## config.mk

```make
export PLATFORM = sky130hd
export DESIGN_NAME = ilcc_top
export DESIGN_NICKNAME = d
export VERILOG_FILES = /design/src/design/ilcc_pkg.sv /design/src/design/ilcc_top.sv
export SDC_FILE = /design/constraint.sdc
export NUM_CORES = 1
export LEC_CHECK = 0
export BUFFER_PORTS_ARGS = -buffer_cell sky130_fd_sc_hd__buf_2
export CORE_AREA = 2 2 91 93
export DETAILED_ROUTE_END_ITERATION = 8
export DIE_AREA = 0 0 93 95
export GPL_TIMING_DRIVEN = 0
export SETUP_SLACK_MARGIN = 0.1
export SYNTH_ARGS = -nofsm -noshare
export SYNTH_HDL_FRONTEND = slang
export SYNTH_SLANG_ARGS = --single-unit
```

## constraint.sdc

```tcl
create_clock -name clk_i -period 2.8 [get_ports clk_i]
set_clock_uncertainty 0.1 [all_clocks]
set_input_delay 0.14 -clock clk_i [delete_from_list [all_inputs] [get_ports clk_i]]
set_output_delay 0.14 -clock clk_i [all_outputs]
set_load 0.02 [all_outputs]
```

## src/design/ilcc_pkg.sv

```systemverilog
package ilcc_pkg;

  // ****************************************************************
  // Constants
  // ****************************************************************
  localparam int unsigned CLK_PERIOD_NS   = 10;
  localparam int unsigned REG_SETTLE_NS   = 3000;  // Regulator ready time
  localparam int unsigned REG_SETTLE_CYC  = (REG_SETTLE_NS + CLK_PERIOD_NS - 1) / CLK_PERIOD_NS;
  localparam int unsigned RDY_FALL_OSC    = 6;     // Osc cycles to ready low
  localparam int unsigned STICK_RANGE_MIN = 7;     // Range code of 24 MHz
  localparam int unsigned TRIM_SPAN       = 16;
  // Factory code sits 32 codes clear of any multiple of 64, so no clamped user offset crosses one
  localparam logic [7:0]  FACTORY_TRIM    = 8'h60;

  localparam logic [1:0] ADDR_CTRL   = 2'h0;
  localparam logic [1:0] ADDR_TRIM   = 2'h1;
  localparam logic [1:0] ADDR_STATUS = 2'h2;
  localparam logic [1:0] ADDR_ID     = 2'h3;
  localparam logic [15:0] ID_VALUE   = 16'h00a5;   // Arbitrary value

  // Control bit positions
  localparam int unsigned C_MSI_ON   = 0;
  localparam int unsigned C_SEL_LO   = 1;  // Two bits of source select
  localparam int unsigned C_LP_RUN   = 3;
  localparam int unsigned C_WAKE_HSI = 4;
  localparam int unsigned C_SLEEP    = 5;  // Sleep request, self-clearing
  localparam int unsigned C_RANGE_LO = 8;  // Four bits of osc range
  localparam int unsigned C_LEVEL_LO = 12; // Two bits of deep-sleep level

  typedef enum logic [1:0] {SRC_MSI, SRC_HSI, SRC_PLL} ilcc_src_type;
  typedef enum {ST_RUN, ST_REG_WAIT, ST_ENTRY, ST_SLEEP} ilcc_state_type;

  typedef struct packed {
    logic [1:0]  addr;
    logic [15:0] wdata;
    logic        wr;
    logic        rd;
  } ilcc_bus_type;

  typedef struct packed {
    logic multispeed_internal_osc;
    logic internal_high_speed_osc;
    logic pll;
  } ilcc_rdy_type;

endpackage

```

## src/design/ilcc_top.sv

```systemverilog
// Our own choices: the register addresses and the plain strobed port.
`timescale 1ns/1ps
module ilcc_top (
  input  wire logic                 clk_i,
  input  wire logic                 arst_n_i,
  input  wire ilcc_pkg::ilcc_bus_type bus_i,
  input  wire ilcc_pkg::ilcc_rdy_type osc_rdy_i,      // Analog ready from osc cores
  input  wire logic                 msi_clk_tick_i,   // One pulse per osc cycle
  input  wire logic                 reg_ready_i,      // Core regulator ready
  input  wire logic                 wakeup_i,
  output logic [15:0]               rdata_o,
  output logic                      system_clock_run_o,     // Gate for system clock
  output logic [1:0]                system_clock_src_o,
  output logic [7:0]                hsi_trim_o,
  output logic                      msi_en_o,
  output logic                      deep_sleep_o
);

  // ****************************************************************
  // Reset release
  // ****************************************************************
  logic [1:0] rst_sync_q;
  logic       rst_n;
  always_ff @(posedge clk_i or negedge arst_n_i) begin
    if (!arst_n_i) begin
      rst_sync_q <= 2'h0;
    end else begin
      rst_sync_q <= {rst_sync_q[0], 1'b1};
    end
  end
  assign rst_n = rst_sync_q[1];

  // ****************************************************************
  // Helpers
  // ****************************************************************
  function automatic logic src_ready(input logic [1:0] s, input ilcc_pkg::ilcc_rdy_type r,
                                     input logic msi_flag);
    unique case (s)
      2'h0:    src_ready = msi_flag;
      2'h1:    src_ready = r.internal_high_speed_osc;
      2'h2:    src_ready = r.pll;
      default: src_ready = 1'b0;
    endcase
  endfunction

  // Clamp user trim offset to +-16 steps around factory trim
  function automatic logic [7:0] trim_clamp(input logic [5:0] off);
    logic signed [6:0] v;
    v = $signed({off[5], off});
    if (v > $signed(7'(ilcc_pkg::TRIM_SPAN))) v = 7'(ilcc_pkg::TRIM_SPAN);
    if (v < -$signed(7'(ilcc_pkg::TRIM_SPAN))) v = -7'(ilcc_pkg::TRIM_SPAN);
    trim_clamp = ilcc_pkg::FACTORY_TRIM + 8'({v[6], v});
  endfunction

  // ****************************************************************
  // Registers
  // ****************************************************************
  logic [15:0] ctrl_q, ctrl_d;
  logic [5:0]  trim_q, trim_d;
  logic [15:0] rdata_q, rdata_d;
  logic        msi_flag_q, msi_flag_d;
  logic [2:0]  fall_cnt_q, fall_cnt_d;
  logic        stuck_q, stuck_d;
  logic [1:0]  src_q, src_d;
  logic        lp_q, lp_d;
  logic [11:0] settle_q, settle_d;
  logic        run_q, run_d;
  logic        sleep_q, sleep_d;
  logic        wake_hsi_q, wake_hsi_d;
  ilcc_pkg::ilcc_state_type st_q, st_d;
  logic [15:0] status;

  assign status = {9'h0, stuck_q, st_q == ilcc_pkg::ST_SLEEP, lp_q,
                   osc_rdy_i.pll, osc_rdy_i.internal_high_speed_osc, msi_flag_q, run_q};

  // Bus decode and software bits
  always_comb begin
    ctrl_d  = ctrl_q;
    trim_d  = trim_q;
    rdata_d = 16'h0;
    ctrl_d[ilcc_pkg::C_SLEEP] = 1'b0;
    if (bus_i.wr) begin
      unique case (bus_i.addr)
        ilcc_pkg::ADDR_CTRL: ctrl_d = bus_i.wdata;
        ilcc_pkg::ADDR_TRIM: trim_d = bus_i.wdata[5:0];
        default: ;
      endcase
    end
    if (bus_i.rd) begin
      unique case (bus_i.addr)
        ilcc_pkg::ADDR_CTRL:   rdata_d = ctrl_q;
        ilcc_pkg::ADDR_TRIM:   rdata_d = {10'h0, trim_q};
        ilcc_pkg::ADDR_STATUS: rdata_d = status;
        ilcc_pkg::ADDR_ID:     rdata_d = ilcc_pkg::ID_VALUE;
      endcase
    end
  end

  // Multispeed osc ready flag with its sticky corner
  always_comb begin
    msi_flag_d = msi_flag_q;
    fall_cnt_d = fall_cnt_q;
    stuck_d    = stuck_q;
    if (ctrl_q[ilcc_pkg::C_MSI_ON]) begin
      fall_cnt_d = 3'h0;
      stuck_d    = 1'b0;
      msi_flag_d = osc_rdy_i.multispeed_internal_osc;
    end else if (msi_flag_q && !stuck_q) begin
      if (msi_clk_tick_i) begin
        fall_cnt_d = fall_cnt_q + 3'h1;
      end
      if (fall_cnt_q == 3'(ilcc_pkg::RDY_FALL_OSC - 1) && msi_clk_tick_i) begin
        // Stopped at a high range the flag stays set
        if (ctrl_q[ilcc_pkg::C_RANGE_LO +: 4] >= 4'(ilcc_pkg::STICK_RANGE_MIN)) begin
          stuck_d = 1'b1;
        end else begin
          msi_flag_d = 1'b0;
        end
      end
    end
  end

  // Clock switching and low-power sequencing
  always_comb begin
    st_d       = st_q;
    src_d      = src_q;
    lp_d       = lp_q;
    settle_d   = settle_q;
    run_d      = 1'b1;
    sleep_d    = 1'b0;
    wake_hsi_d = wake_hsi_q;
    unique case (st_q)
      ilcc_pkg::ST_RUN: begin
        // Keep old source until the new one is ready
        if (ctrl_q[ilcc_pkg::C_SEL_LO +: 2] != src_q &&
            src_ready(ctrl_q[ilcc_pkg::C_SEL_LO +: 2], osc_rdy_i, msi_flag_q)) begin
          src_d = ctrl_q[ilcc_pkg::C_SEL_LO +: 2];
        end
        if (ctrl_q[ilcc_pkg::C_LP_RUN] != lp_q) begin
          st_d     = ilcc_pkg::ST_REG_WAIT;
          settle_d = 12'h0;
          run_d    = 1'b0;
        end else if (ctrl_q[ilcc_pkg::C_SLEEP]) begin
          st_d       = ilcc_pkg::ST_ENTRY;
          wake_hsi_d = ctrl_q[ilcc_pkg::C_WAKE_HSI];
        end
      end
      ilcc_pkg::ST_REG_WAIT: begin
        // Clock held stopped until regulator reports ready and the settle time has passed
        run_d    = 1'b0;
        settle_d = settle_q + 12'h1;
        if (reg_ready_i && settle_q >= 12'(ilcc_pkg::REG_SETTLE_CYC - 1)) begin
          lp_d  = ctrl_q[ilcc_pkg::C_LP_RUN];
          st_d  = ilcc_pkg::ST_RUN;
          run_d = 1'b1;
        end
      end
      ilcc_pkg::ST_ENTRY: begin
        // Early wakeup aborts entry, source stays as is
        if (wakeup_i) begin
          st_d = ilcc_pkg::ST_RUN;
        end else if (!(stuck_q && !ctrl_q[ilcc_pkg::C_MSI_ON])) begin
          st_d    = ilcc_pkg::ST_SLEEP;
          sleep_d = 1'b1;
        end
      end
      ilcc_pkg::ST_SLEEP: begin
        sleep_d = 1'b1;
        run_d   = 1'b0;
        if (wakeup_i) begin
          // Any level accepts the osc in any range as wakeup clock
          src_d   = wake_hsi_q ? 2'(ilcc_pkg::SRC_HSI) : 2'(ilcc_pkg::SRC_MSI);
          st_d    = ilcc_pkg::ST_RUN;
          sleep_d = 1'b0;
          run_d   = 1'b1;
        end
      end
    endcase
  end

  // State registers
  always_ff @(posedge clk_i or negedge rst_n) begin
    if (!rst_n) begin
      ctrl_q     <= 16'h0001;
      trim_q     <= 6'h0;
      rdata_q    <= 16'h0;
      msi_flag_q <= 1'b0;
      fall_cnt_q <= 3'h0;
      stuck_q    <= 1'b0;
      src_q      <= 2'h0;
      lp_q       <= 1'b0;
      settle_q   <= 12'h0;
      run_q      <= 1'b1;
      sleep_q    <= 1'b0;
      wake_hsi_q <= 1'b0;
      st_q       <= ilcc_pkg::ST_RUN;
    end else begin
      ctrl_q     <= ctrl_d;
      trim_q     <= trim_d;
      rdata_q    <= rdata_d;
      msi_flag_q <= msi_flag_d;
      fall_cnt_q <= fall_cnt_d;
      stuck_q    <= stuck_d;
      src_q      <= src_d;
      lp_q       <= lp_d;
      settle_q   <= settle_d;
      run_q      <= run_d;
      sleep_q    <= sleep_d;
      wake_hsi_q <= wake_hsi_d;
      st_q       <= st_d;
    end
  end

  // Outputs
  logic [7:0] trim_out_q;
  always_ff @(posedge clk_i or negedge rst_n) begin
    if (!rst_n) begin
      trim_out_q <= ilcc_pkg::FACTORY_TRIM;
    end else begin
      trim_out_q <= trim_clamp(trim_q);
    end
  end
  assign rdata_o      = rdata_q;
  assign system_clock_run_o = run_q;
  assign system_clock_src_o = src_q;
  assign hsi_trim_o   = trim_out_q;
  assign msi_en_o     = ctrl_q[ilcc_pkg::C_MSI_ON];
  assign deep_sleep_o = sleep_q;

  // ****************************************************************
  // Checks
  // ****************************************************************
  stop_on_switch_a: assert property (@(posedge clk_i) disable iff (!rst_n)
    (st_q == ilcc_pkg::ST_RUN && ctrl_q[ilcc_pkg::C_LP_RUN] != lp_q) |=> !run_q)
    else $error("clock ran during regulator switch");
  no_sleep_stuck_a: assert property (@(posedge clk_i) disable iff (!rst_n)
    (stuck_q && !ctrl_q[ilcc_pkg::C_MSI_ON] && st_q == ilcc_pkg::ST_ENTRY) |=> !sleep_q)
    else $error("deep sleep entered with stuck ready flag");
  trim_span_a: assert property (@(posedge clk_i) disable iff (!rst_n)
    (trim_out_q <= ilcc_pkg::FACTORY_TRIM + 8'(ilcc_pkg::TRIM_SPAN)) &&
    (trim_out_q >= ilcc_pkg::FACTORY_TRIM - 8'(ilcc_pkg::TRIM_SPAN)))
    else $error("trim outside span");
  src_ready_a: assert property (@(posedge clk_i) disable iff (!rst_n)
    (st_q == ilcc_pkg::ST_RUN && $changed(src_q) && $past(st_q) == ilcc_pkg::ST_RUN)
    |-> $past(src_ready(ctrl_q[ilcc_pkg::C_SEL_LO +: 2], osc_rdy_i, msi_flag_q)))
    else $error("switched to unready source");
  abort_keeps_a: assert property (@(posedge clk_i) disable iff (!rst_n)
    (st_q == ilcc_pkg::ST_ENTRY && wakeup_i) |=> $stable(src_q) && !sleep_q)
    else $error("aborted entry changed source");
  wake_src_a: assert property (@(posedge clk_i) disable iff (!rst_n)
    (st_q == ilcc_pkg::ST_SLEEP && wakeup_i && !wake_hsi_q) |=> src_q == 2'h0)
    else $error("wakeup not on multispeed osc");

endmodule

```

==> impl_metrics.ini, run 1 <==
[clocking]
htreeDepth = 3
clk_latency_ps = 350
clockBufferDepth = 2
cts_tree = built
clock_sinks = 71
path_clk_slew_ps = 80
cts-resized-gates = 0
cts_buffers = 9
root_buffer = clkbuf_8

[routing]
ant_nets = 0
drc = 0
drtIter0Drc = 101
topRoutingLayerUsed = met4
wl_per_cell_um = 13.77
wl_met2_mm = 2.741
dr.pass1.iters = 4
wirelength_met1_mm = 3.078
drt_wl_total_mm = 6.238
avgViaCountPerCell = 4.834
routed-wl-met3_um = 323
vias = 2190

[synth]
seq_area_frac_synth = 0.5799
ys_dominant_reg_cell = dfrtp_1
yosys_register_bits = 71
ys_types = 49
async_reset_ff_frac = 1.000
syn_area_um2 = 3070
synth.avg_cell_area_um2 = 11.99
synth-edff-count = 0
yosys_warnings = 0
netlist_instances = 256

[sta]
fin_crit_sh = 0.6224
maxSlewViolCount = 0
setup_viol = 0
hold_viol = 0
tightest_slew_ps = 868.1
max_freq_mhz = 573.8
relSlewSlack = 0.4213
rsz0062_at_grt = no
layout_min_cycle_time_ps = 1743

[power_and_ir_drop]
p_int_mw = 1.997
p_per_area_nw_per_um2 = 721.1
power_switching_mw = 0.8283
clkPwrFrac = 0.331
power_frac_comb = 0.186
power_switching_share = 0.2931
ir_drop_mv = 0.3005
seqPwrFrac = 0.483
cellLeakagePower_nw = 1.895

[final_layout]
seqCellArea_um2 = 1784
drive_above_1_share = 0.3305
final_cells = 453
final_cell_mix = dfrtp_1, buf_2, mux2_2, dlygate4sd3_1, nand2_1
nets = 374
final_area_um2 = 3919
syn2layout_area_growth_pct = 27.63
multi_input_area_um2 = 1230
n_fill_cell = 749
antenna_cells = 0
final_common_cell = dfrtp_1

[global_route]
grt_pass1_wl_mm = 10.39
grt.overflow.total = 0
grt_max_degree = 70
grt_pass1_vias = 2115
antenna_found_initial = 0
track_usage = 0.1554

[floorplanning]
dieArea_um2 = 8835
fp.dieW_um = 93
core_area_um2 = 7928
fp-row-count = 33
die_y_um = 95
start_util = 0.3873
pin_count = 57

[hold_path]
hold_depth = 3
hold_end = system_clock_src_o[0]
hp-start = osc_rdy_i[1]
hp-class = input port to flop

[placement]
portBuffers = 54
dp.cells = 416
dp_hpwl_mm = 4.302
routabilityCongestion = 0.7617
placed_area_um2 = 3480

[worst_setup_path]
crit_arrival_ps = 1930
worstPathRequired_ps = 2980
ff2ff_path_depth = 5
r2r_end = settle_q[10]
rrSetupSlack_ps = 1060
reg2reg_from = st_q[1]
startpoint_type = flop
critPathKind = flop to flop
path_max_fanout = 10
crit_path_end_kind = flop

[run_status]
status = finished clean

[run]
cap_violations = 0
-- layout make-up --
cell class              count  area share
clock buffers              10     0.03512
plain buffers               9     0.01149
flip-flops and latches     71      0.4553
clock inverters             6     0.02331
multi-input cells         172      0.3139
repair buffers             75      0.1226
well taps                 105     0.03352
inverters                   5    0.004789
-- power groups by stage --
stage               sequential (mW)  clock, mW  combinational, mW
finish                         1.36      0.935              0.527
CTS                            1.36      0.959              0.532
global route                   1.40       1.01              0.586
global placement               1.38          0              0.497
detailed placement             1.38          0              0.506
floorplan                      1.41          0              0.305
-- timing repair --
item,in CTS,in global routing
endpoints found under the hold margin,29,0
hold buffers,21,0
buffers inserted,0,0
-- metal layers --
layer,global-route usage,vias to the layer above
met3,0.03671,10
met5,0,-
met1,0.2160,1061
met4,0.06985,0
li1,-,1073
met2,0.2319,46
-- kinds of logic after synthesis --
logic type | count (synthesis) | synth area share
AOI/OAI and AO/OA | 46 | 0.1060
xor gates and xnor gates | 8 | 0.02527
adders and majority gates | 3 | 0.01223
buffers and inverters | 14 | 0.02078
DFF | 71 | 0.5799
muxes | 31 | 0.1117
other | 2 | 0.002446
and+or+nand+nor | 81 | 0.1418
-- critical path: stages (launching register included) --
cell,delay [ps]
dfrtp_1,380
clkbuf_1,210
and4b_1,350
o21ai_1,140
or3_1,390
a21oi_2,130
-- through the flow --
step                      hold slack (ps)  setup TNS, ps  utilization  setup WS, ps  power (mW)
after floorplan                    -255.6              0            -         581.7       1.715
after global placement             -175.5         -15800       0.4384        -242.6       1.875
after detailed placement           -173.6              0       0.4389         887.5       1.890
after CTS                           17.67              0       0.4943          1057       2.855
after global routing                27.84              0       0.4943         926.8       2.993
final                               33.79              0       0.4943          1057       2.826
-- worst max-delay path by stage --
stage / from / to / slack, ps / depth (start not counted)
2_1_floorplan: rst_sync_q[1] / ctrl_q[10] / 580 / 0
3_3_place_gp: rst_sync_q[1] / fall_cnt_q[1] / -240 / 0
3_5_place_dp: bus_i[19] / ctrl_q[8] / 890 / 4
4_1_cts: st_q[1] / settle_q[10] / 1060 / 5
5_1_grt: st_q[1] / settle_q[10] / 930 / 5
6_report: st_q[1] / settle_q[10] / 1060 / 5
-- synthesized netlist by cell type, types with 5 or more instances --
| cell | count | share of area |
|---|---|---|
| dfrtp_1 | 68 | 0.55 |
| mux2_2 | 26 | 0.095 |
| nand2_1 | 18 | 0.022 |
| and2_1 | 16 | 0.033 |
| nor2_1 | 16 | 0.020 |
| o21ai_0 | 13 | 0.021 |
| a21oi_1 | 7 | 0.011 |
| xor2_1 | 6 | 0.017 |
| inv_1 | 5 | 0.0061 |
| mux2i_1 | 5 | 0.016 |
| nand3_1 | 5 | 0.0081 |
-- flip-flops by register name, summed over array words and instances, names as in the netlist --
signal              cells
fall_cnt_q              3
deep_sleep_o            1
rdata_o                16
system_clock_run_o      1
system_clock_src_o      2
wake_hsi_q              1
ctrl_q                 16
hsi_trim_o              6
trim_q                  6
settle_q               12
stuck_q                 1
lp_q                    1
msi_flag_q              1
st_q                    2
rst_sync_q              2
(Power assumes the default switching activity.)
==> run 2, diff against run 1 <==
==> constraint.sdc (replaced) <==
create_clock -name clk_i -period 1.8 [get_ports clk_i]
set_clock_uncertainty 0.1 [all_clocks]
set_input_delay 0.09 -clock clk_i [delete_from_list [all_inputs] [get_ports clk_i]]
set_output_delay 0.09 -clock clk_i [all_outputs]
set_load 0.02 [all_outputs]
==> impl_metrics.ini, run 2 (synthesized netlist as in run 1, its figures left out) <==
[routing]
avgViaCountPerCell = 4.900
ant_nets = 0
dr.pass1.iters = 4
wl_per_cell_um = 13.98
vias = 2244
drc = 0
drtIter0Drc = 62
drt_wl_total_mm = 6.404

[final_layout]
final_cell_mix = dfrtp_1, buf_2, mux2_2, dlygate4sd3_1, nand2_1
final_common_cell = dfrtp_1
seqCellArea_um2 = 1787
utilization = 0.5041
drive_above_1_share = 0.3484
multi_input_area_um2 = 1264
nets = 379
antenna_cells = 0
n_fill_cell = 758
syn2layout_area_growth_pct = 30.15

[hold_path]
hold_depth = 4
hp-start = reg_ready_i
hp-class = input port to flop
hold_end = st_q[0]

[sta]
fin_tns_setup_ps = 0
relSlewSlack = 0.4128
maxSlewViolCount = 0
layout_min_cycle_time_ps = 1682
rsz0062_at_grt = yes
holdWs_ps = 23.54
max_freq_mhz = 594.5
fin_crit_sh = 0.9345
setup_viol = 0
hold_viol = 0
tightest_slew_ps = 880.8

[clocking]
path_clk_slew_ps = 70
root_buffer = clkbuf_8
cts_tree = built
clk_latency_ps = 350
htreeDepth = 3
clockBufferDepth = 2
clock_sinks = 71
cts_buffers = 9

[placement]
portBuffers = 54
dp_hpwl_mm = 4.376
routabilityCongestion = 0.7733

[global_route]
track_usage = 0.1581
antenna_found_initial = 0
grt_max_degree = 70
grt_pass1_vias = 2197
grt_pass1_wl_mm = 10.49
grt.overflow.total = 0

[floorplanning]
die_y_um = 95
fp-row-count = 33
core_area_um2 = 7928
pin_count = 57
fp.dieW_um = 93
start_util = 0.3873
dieArea_um2 = 8835

[worst_setup_path]
startpoint_type = flop
worstPathRequired_ps = 1930
r2r_end = lp_q
crit_path_end_kind = flop
critPathKind = flop to flop
ff2ff_path_depth = 5
crit_arrival_ps = 1810
rrSetupSlack_ps = 120
reg2reg_from = settle_q[0]
path_max_fanout = 4

[power_and_ir_drop]
cellLeakagePower_nw = 1.916
power_switching_mw = 1.293
p_per_area_nw_per_um2 = 1106
p_int_mw = 3.128
clkPwrFrac = 0.326
seqPwrFrac = 0.481
ir_drop_mv = 0.5339
power_frac_comb = 0.193
power_switching_share = 0.2925

[run_status]
status = finished clean

[run]
cap_violations = 0
[run 2: cell count changes in the layout (fill, tap and decap cells not counted), sizes merged]
cell / previous run / this run
inv: 7 / 6
buf: 59 / 61
clkinvlp: 0 / 2
xor2: 7 / 8
dlygate4sd3: 21 / 24
clkbuf: 14 / 13
clkinv: 2 / 1
[run 2: worst max-delay path, stage by stage (launching register included)]
cell and delay [ps]:
dfrtp_1 400, ha_2 220, o211a_1 170, o21ai_2 80, a21oi_1 230, mux2_2 370
[run 2: power by group through the flow]
stage | clock network [mW] | registers [mW] | logic, mW
3_5_place_dp | 0 | 2.15 | 0.796
3_3_place_gp | 0 | 2.14 | 0.772
2_1_floorplan | 0 | 2.19 | 0.475
5_1_grt | 1.57 | 2.17 | 0.945
6_report | 1.44 | 2.13 | 0.852
4_1_cts | 1.49 | 2.12 | 0.846
[run 2: timing repair]
| item | 4_1_cts | 5_1_grt |
|---|---|---|
| endpoints found under the setup margin | 3 | 13 |
| pin swaps | 0 | 1 |
| gates resized for setup | 2 | 9 |
| endpoints found under the hold margin | 37 | 0 |
| buffers inserted | 1 | 0 |
| gates cloned | 0 | 1 |
| hold buffers | 24 | 0 |
[run 2: layer usage]
layer	vias up	routed length (um)	GRT usage
li1	1087	-	-
met1	1105	2932	0.2021
met2	44	3049	0.2464
met3	8	346	0.06704
met4	0	76	0.04657
met5	-	0	0
[run 2: worst max path at each step]
| stage | endpoint | slack [ps] | from | depth (start not counted) |
|---|---|---|---|---|
| 6_report | lp_q | 120 | settle_q[0] | 5 |
| 5_1_grt | settle_q[10] | 40 | st_q[1] | 5 |
| 4_1_cts | settle_q[10] | 80 | st_q[1] | 5 |
| 3_5_place_dp | ctrl_q[8] | -40 | bus_i[19] | 4 |
| 3_3_place_gp | ctrl_q[8] | -10 | bus_i[19] | 4 |
| 2_1_floorplan | settle_q[10] | 220 | st_q[1] | 5 |
[run 2: cell type report]
cell class                      count  share of cell area
Buffer                              9             0.01190
Clock buffer                       10             0.03444
Clock inverter                      6             0.02317
Inverter                            5            0.004696
Multi-Input combinational cell    173              0.3162
Sequential cell                    71              0.4471
Tap cell                          105             0.03287
Timing Repair Buffer               79              0.1296
[run 2: per-stage QoR]
step	total power, mW	cells	instance area, um2	setup WS [ps]
final	4.421	458	3996	117.9
after detailed placement	2.948	416	3480	-41.76
after global placement	2.916	416	3477	-14.91
after global routing	4.684	458	3996	40.99
after floorplan	2.668	257	3075	217.1
after CTS	4.458	457	3969	75.20
==> run 3, diff against run 2 <==
--- a/config.mk
+++ b/config.mk
@@ -7,6 +7,7 @@
 export LEC_CHECK = 0
 export BUFFER_PORTS_ARGS = -buffer_cell sky130_fd_sc_hd__buf_2
 export CORE_AREA = 2 2 91 93
+export CTS_BUF_LIST = sky130_fd_sc_hd__clkbuf_4
 export DETAILED_ROUTE_END_ITERATION = 8
 export DIE_AREA = 0 0 93 95
 export GPL_TIMING_DRIVEN = 0
==> impl_metrics.ini, run 3 (synthesized netlist as in run 1, its figures left out) <==
[run_status]
status = finished clean

[power_and_ir_drop]
p_per_area_nw_per_um2 = 1047
ir_drop_mv = 0.5007
cellLeakagePower_nw = 1.906

[routing]
wl_per_cell_um = 13.79
drtIter0Drc = 73
vias = 2256
drc = 0
dr.pass1.iters = 6
avgViaCountPerCell = 4.883
ant_nets = 0
drt_wl_total_mm = 6.370

[worst_setup_path]
cpPeakStageDelay_ps = 400
crit_arrival_ps = 1920
startpoint_type = flop
path_max_fanout = 4
cp_slowest_cell = dfrtp_1
cp_cell_sequence = ha_1, and4b_1, o21ai_1, or3_1, a21oi_2
crit_path_end_kind = flop
worstPathRequired_ps = 2050
critPathKind = flop to flop

[final_layout]
final_cells = 462
final_common_cell = dfrtp_1
final_area_um2 = 3963
antenna_cells = 0
utilization = 0.4998
syn2layout_area_growth_pct = 29.05
final_cell_mix = dfrtp_1, buf_2, mux2_2, dlygate4sd3_1, nand2_1
nets = 383
drive_above_1_share = 0.3445

[placement]
portBuffers = 54
dp.cells = 416
routabilityCongestion = 0.7733
dp_hpwl_mm = 4.376
placed_area_um2 = 3480

[global_route]
antenna_found_initial = 0
grt_pass1_wl_mm = 10.49
grt.overflow.total = 0
grt_pass1_vias = 2207
grt_max_degree = 70
track_usage = 0.1564

[floorplanning]
core_area_um2 = 7928
die_y_um = 95
pin_count = 57
dieArea_um2 = 8835
fp-row-count = 33
start_util = 0.3873
fp.dieW_um = 93

[clocking]
path_clk_slew_ps = 130
clock_sinks = 71
root_buffer = clkbuf_4
cts_buffers = 9
cts_tree = built
clk_latency_ps = 410
clockBufferDepth = 2
htreeDepth = 3

[sta]
hold_viol = 0
setup_viol = 0
maxSlewViolCount = 0
fin_crit_sh = 0.9246
layout_min_cycle_time_ps = 1664
fin_tns_setup_ps = 0
relSlewSlack = 0.4120
tightest_slew_ps = 882.0
max_freq_mhz = 600.9
rsz0062_at_grt = yes

[hold_path]
hp-class = input port to flop

[run]
cap_violations = 0
run 3: changes by cell type in the layout (fill, tap and decap cells not counted):
cell           delta
buf_4             +2
clkbuf_4          +9
clkbuf_8         -10
clkinv_1          +1
dlygate4sd3_1     +2
ha_1              +1
ha_2              -1
run 3: repair_timing:
| item | CTS | global route |
|---|---|---|
| pin swaps | 0 | 1 |
| buffers inserted | 1 | 2 |
| setup endpoints to repair | 3 | 9 |
| resized for setup | 3 | 6 |
| hold endpoints to repair | 39 | 0 |
| gates cloned | 0 | 1 |
| hold buffers | 26 | 0 |
run 3: power breakdown:
group	internal, mW	total, mW	switching [mW]
clock network	0.565	1.15	0.582
registers	1.86	2.12	0.257
logic	0.458	0.881	0.423
run 3: layer usage:
layer	vias up	track usage	routed length, um
met4	0	0.05025	73
met3	7	0.05427	361
li1	1100	-	-
met5	-	0	0
met1	1098	0.2026	2925
met2	51	0.2476	3010
run 3: area by class of cell:
type,count,area [um2]
Buffer,9,47.55
Inverter,5,18.77
Timing Repair Buffer,83,553.0
Multi-Input combinational cell,173,1261
Clock inverter,7,96.34
Clock buffer,9,67.56
Tap cell,105,131.4
Fill cell,775,3965
Sequential cell,71,1787
run 3: critical path: cells and delay by family (launching register included):
family,cells,cell delay (ps)
flops,1,400
simple gates,2,620
compound gates,2,260
fa+ha+maj,1,220
run 3: worst paths after layout:
path | slack (ps) | from | end | depth (start not counted)
min reg2reg | 270 | rst_sync_q[0] | rst_sync_q[1] | 0
max reg2reg | 140 | settle_q[1] | settle_q[10] | 5
min in group asynchronous | 350 | rst_sync_q[1] | hsi_trim_o[3] | 0
max in group asynchronous | 620 | rst_sync_q[1] | lp_q | 0
max | 140 | settle_q[1] | settle_q[10] | 5
min | 60 | bus_i[19] | rdata_o[2] | 3
run 3: per-stage QoR:
| stage | hold slack (ps) | power, mW | setup slack (ps) |
|---|---|---|---|
| finish | 62.57 | 4.147 | 135.7 |
| detailed placement | -224.5 | 2.948 | -41.76 |
| global route | 44.14 | 4.399 | 36.58 |
| floorplan | -305.6 | 2.668 | 217.1 |
| CTS | 40.89 | 4.158 | 110.2 |
| global placement | -225.7 | 2.916 | -14.91 |
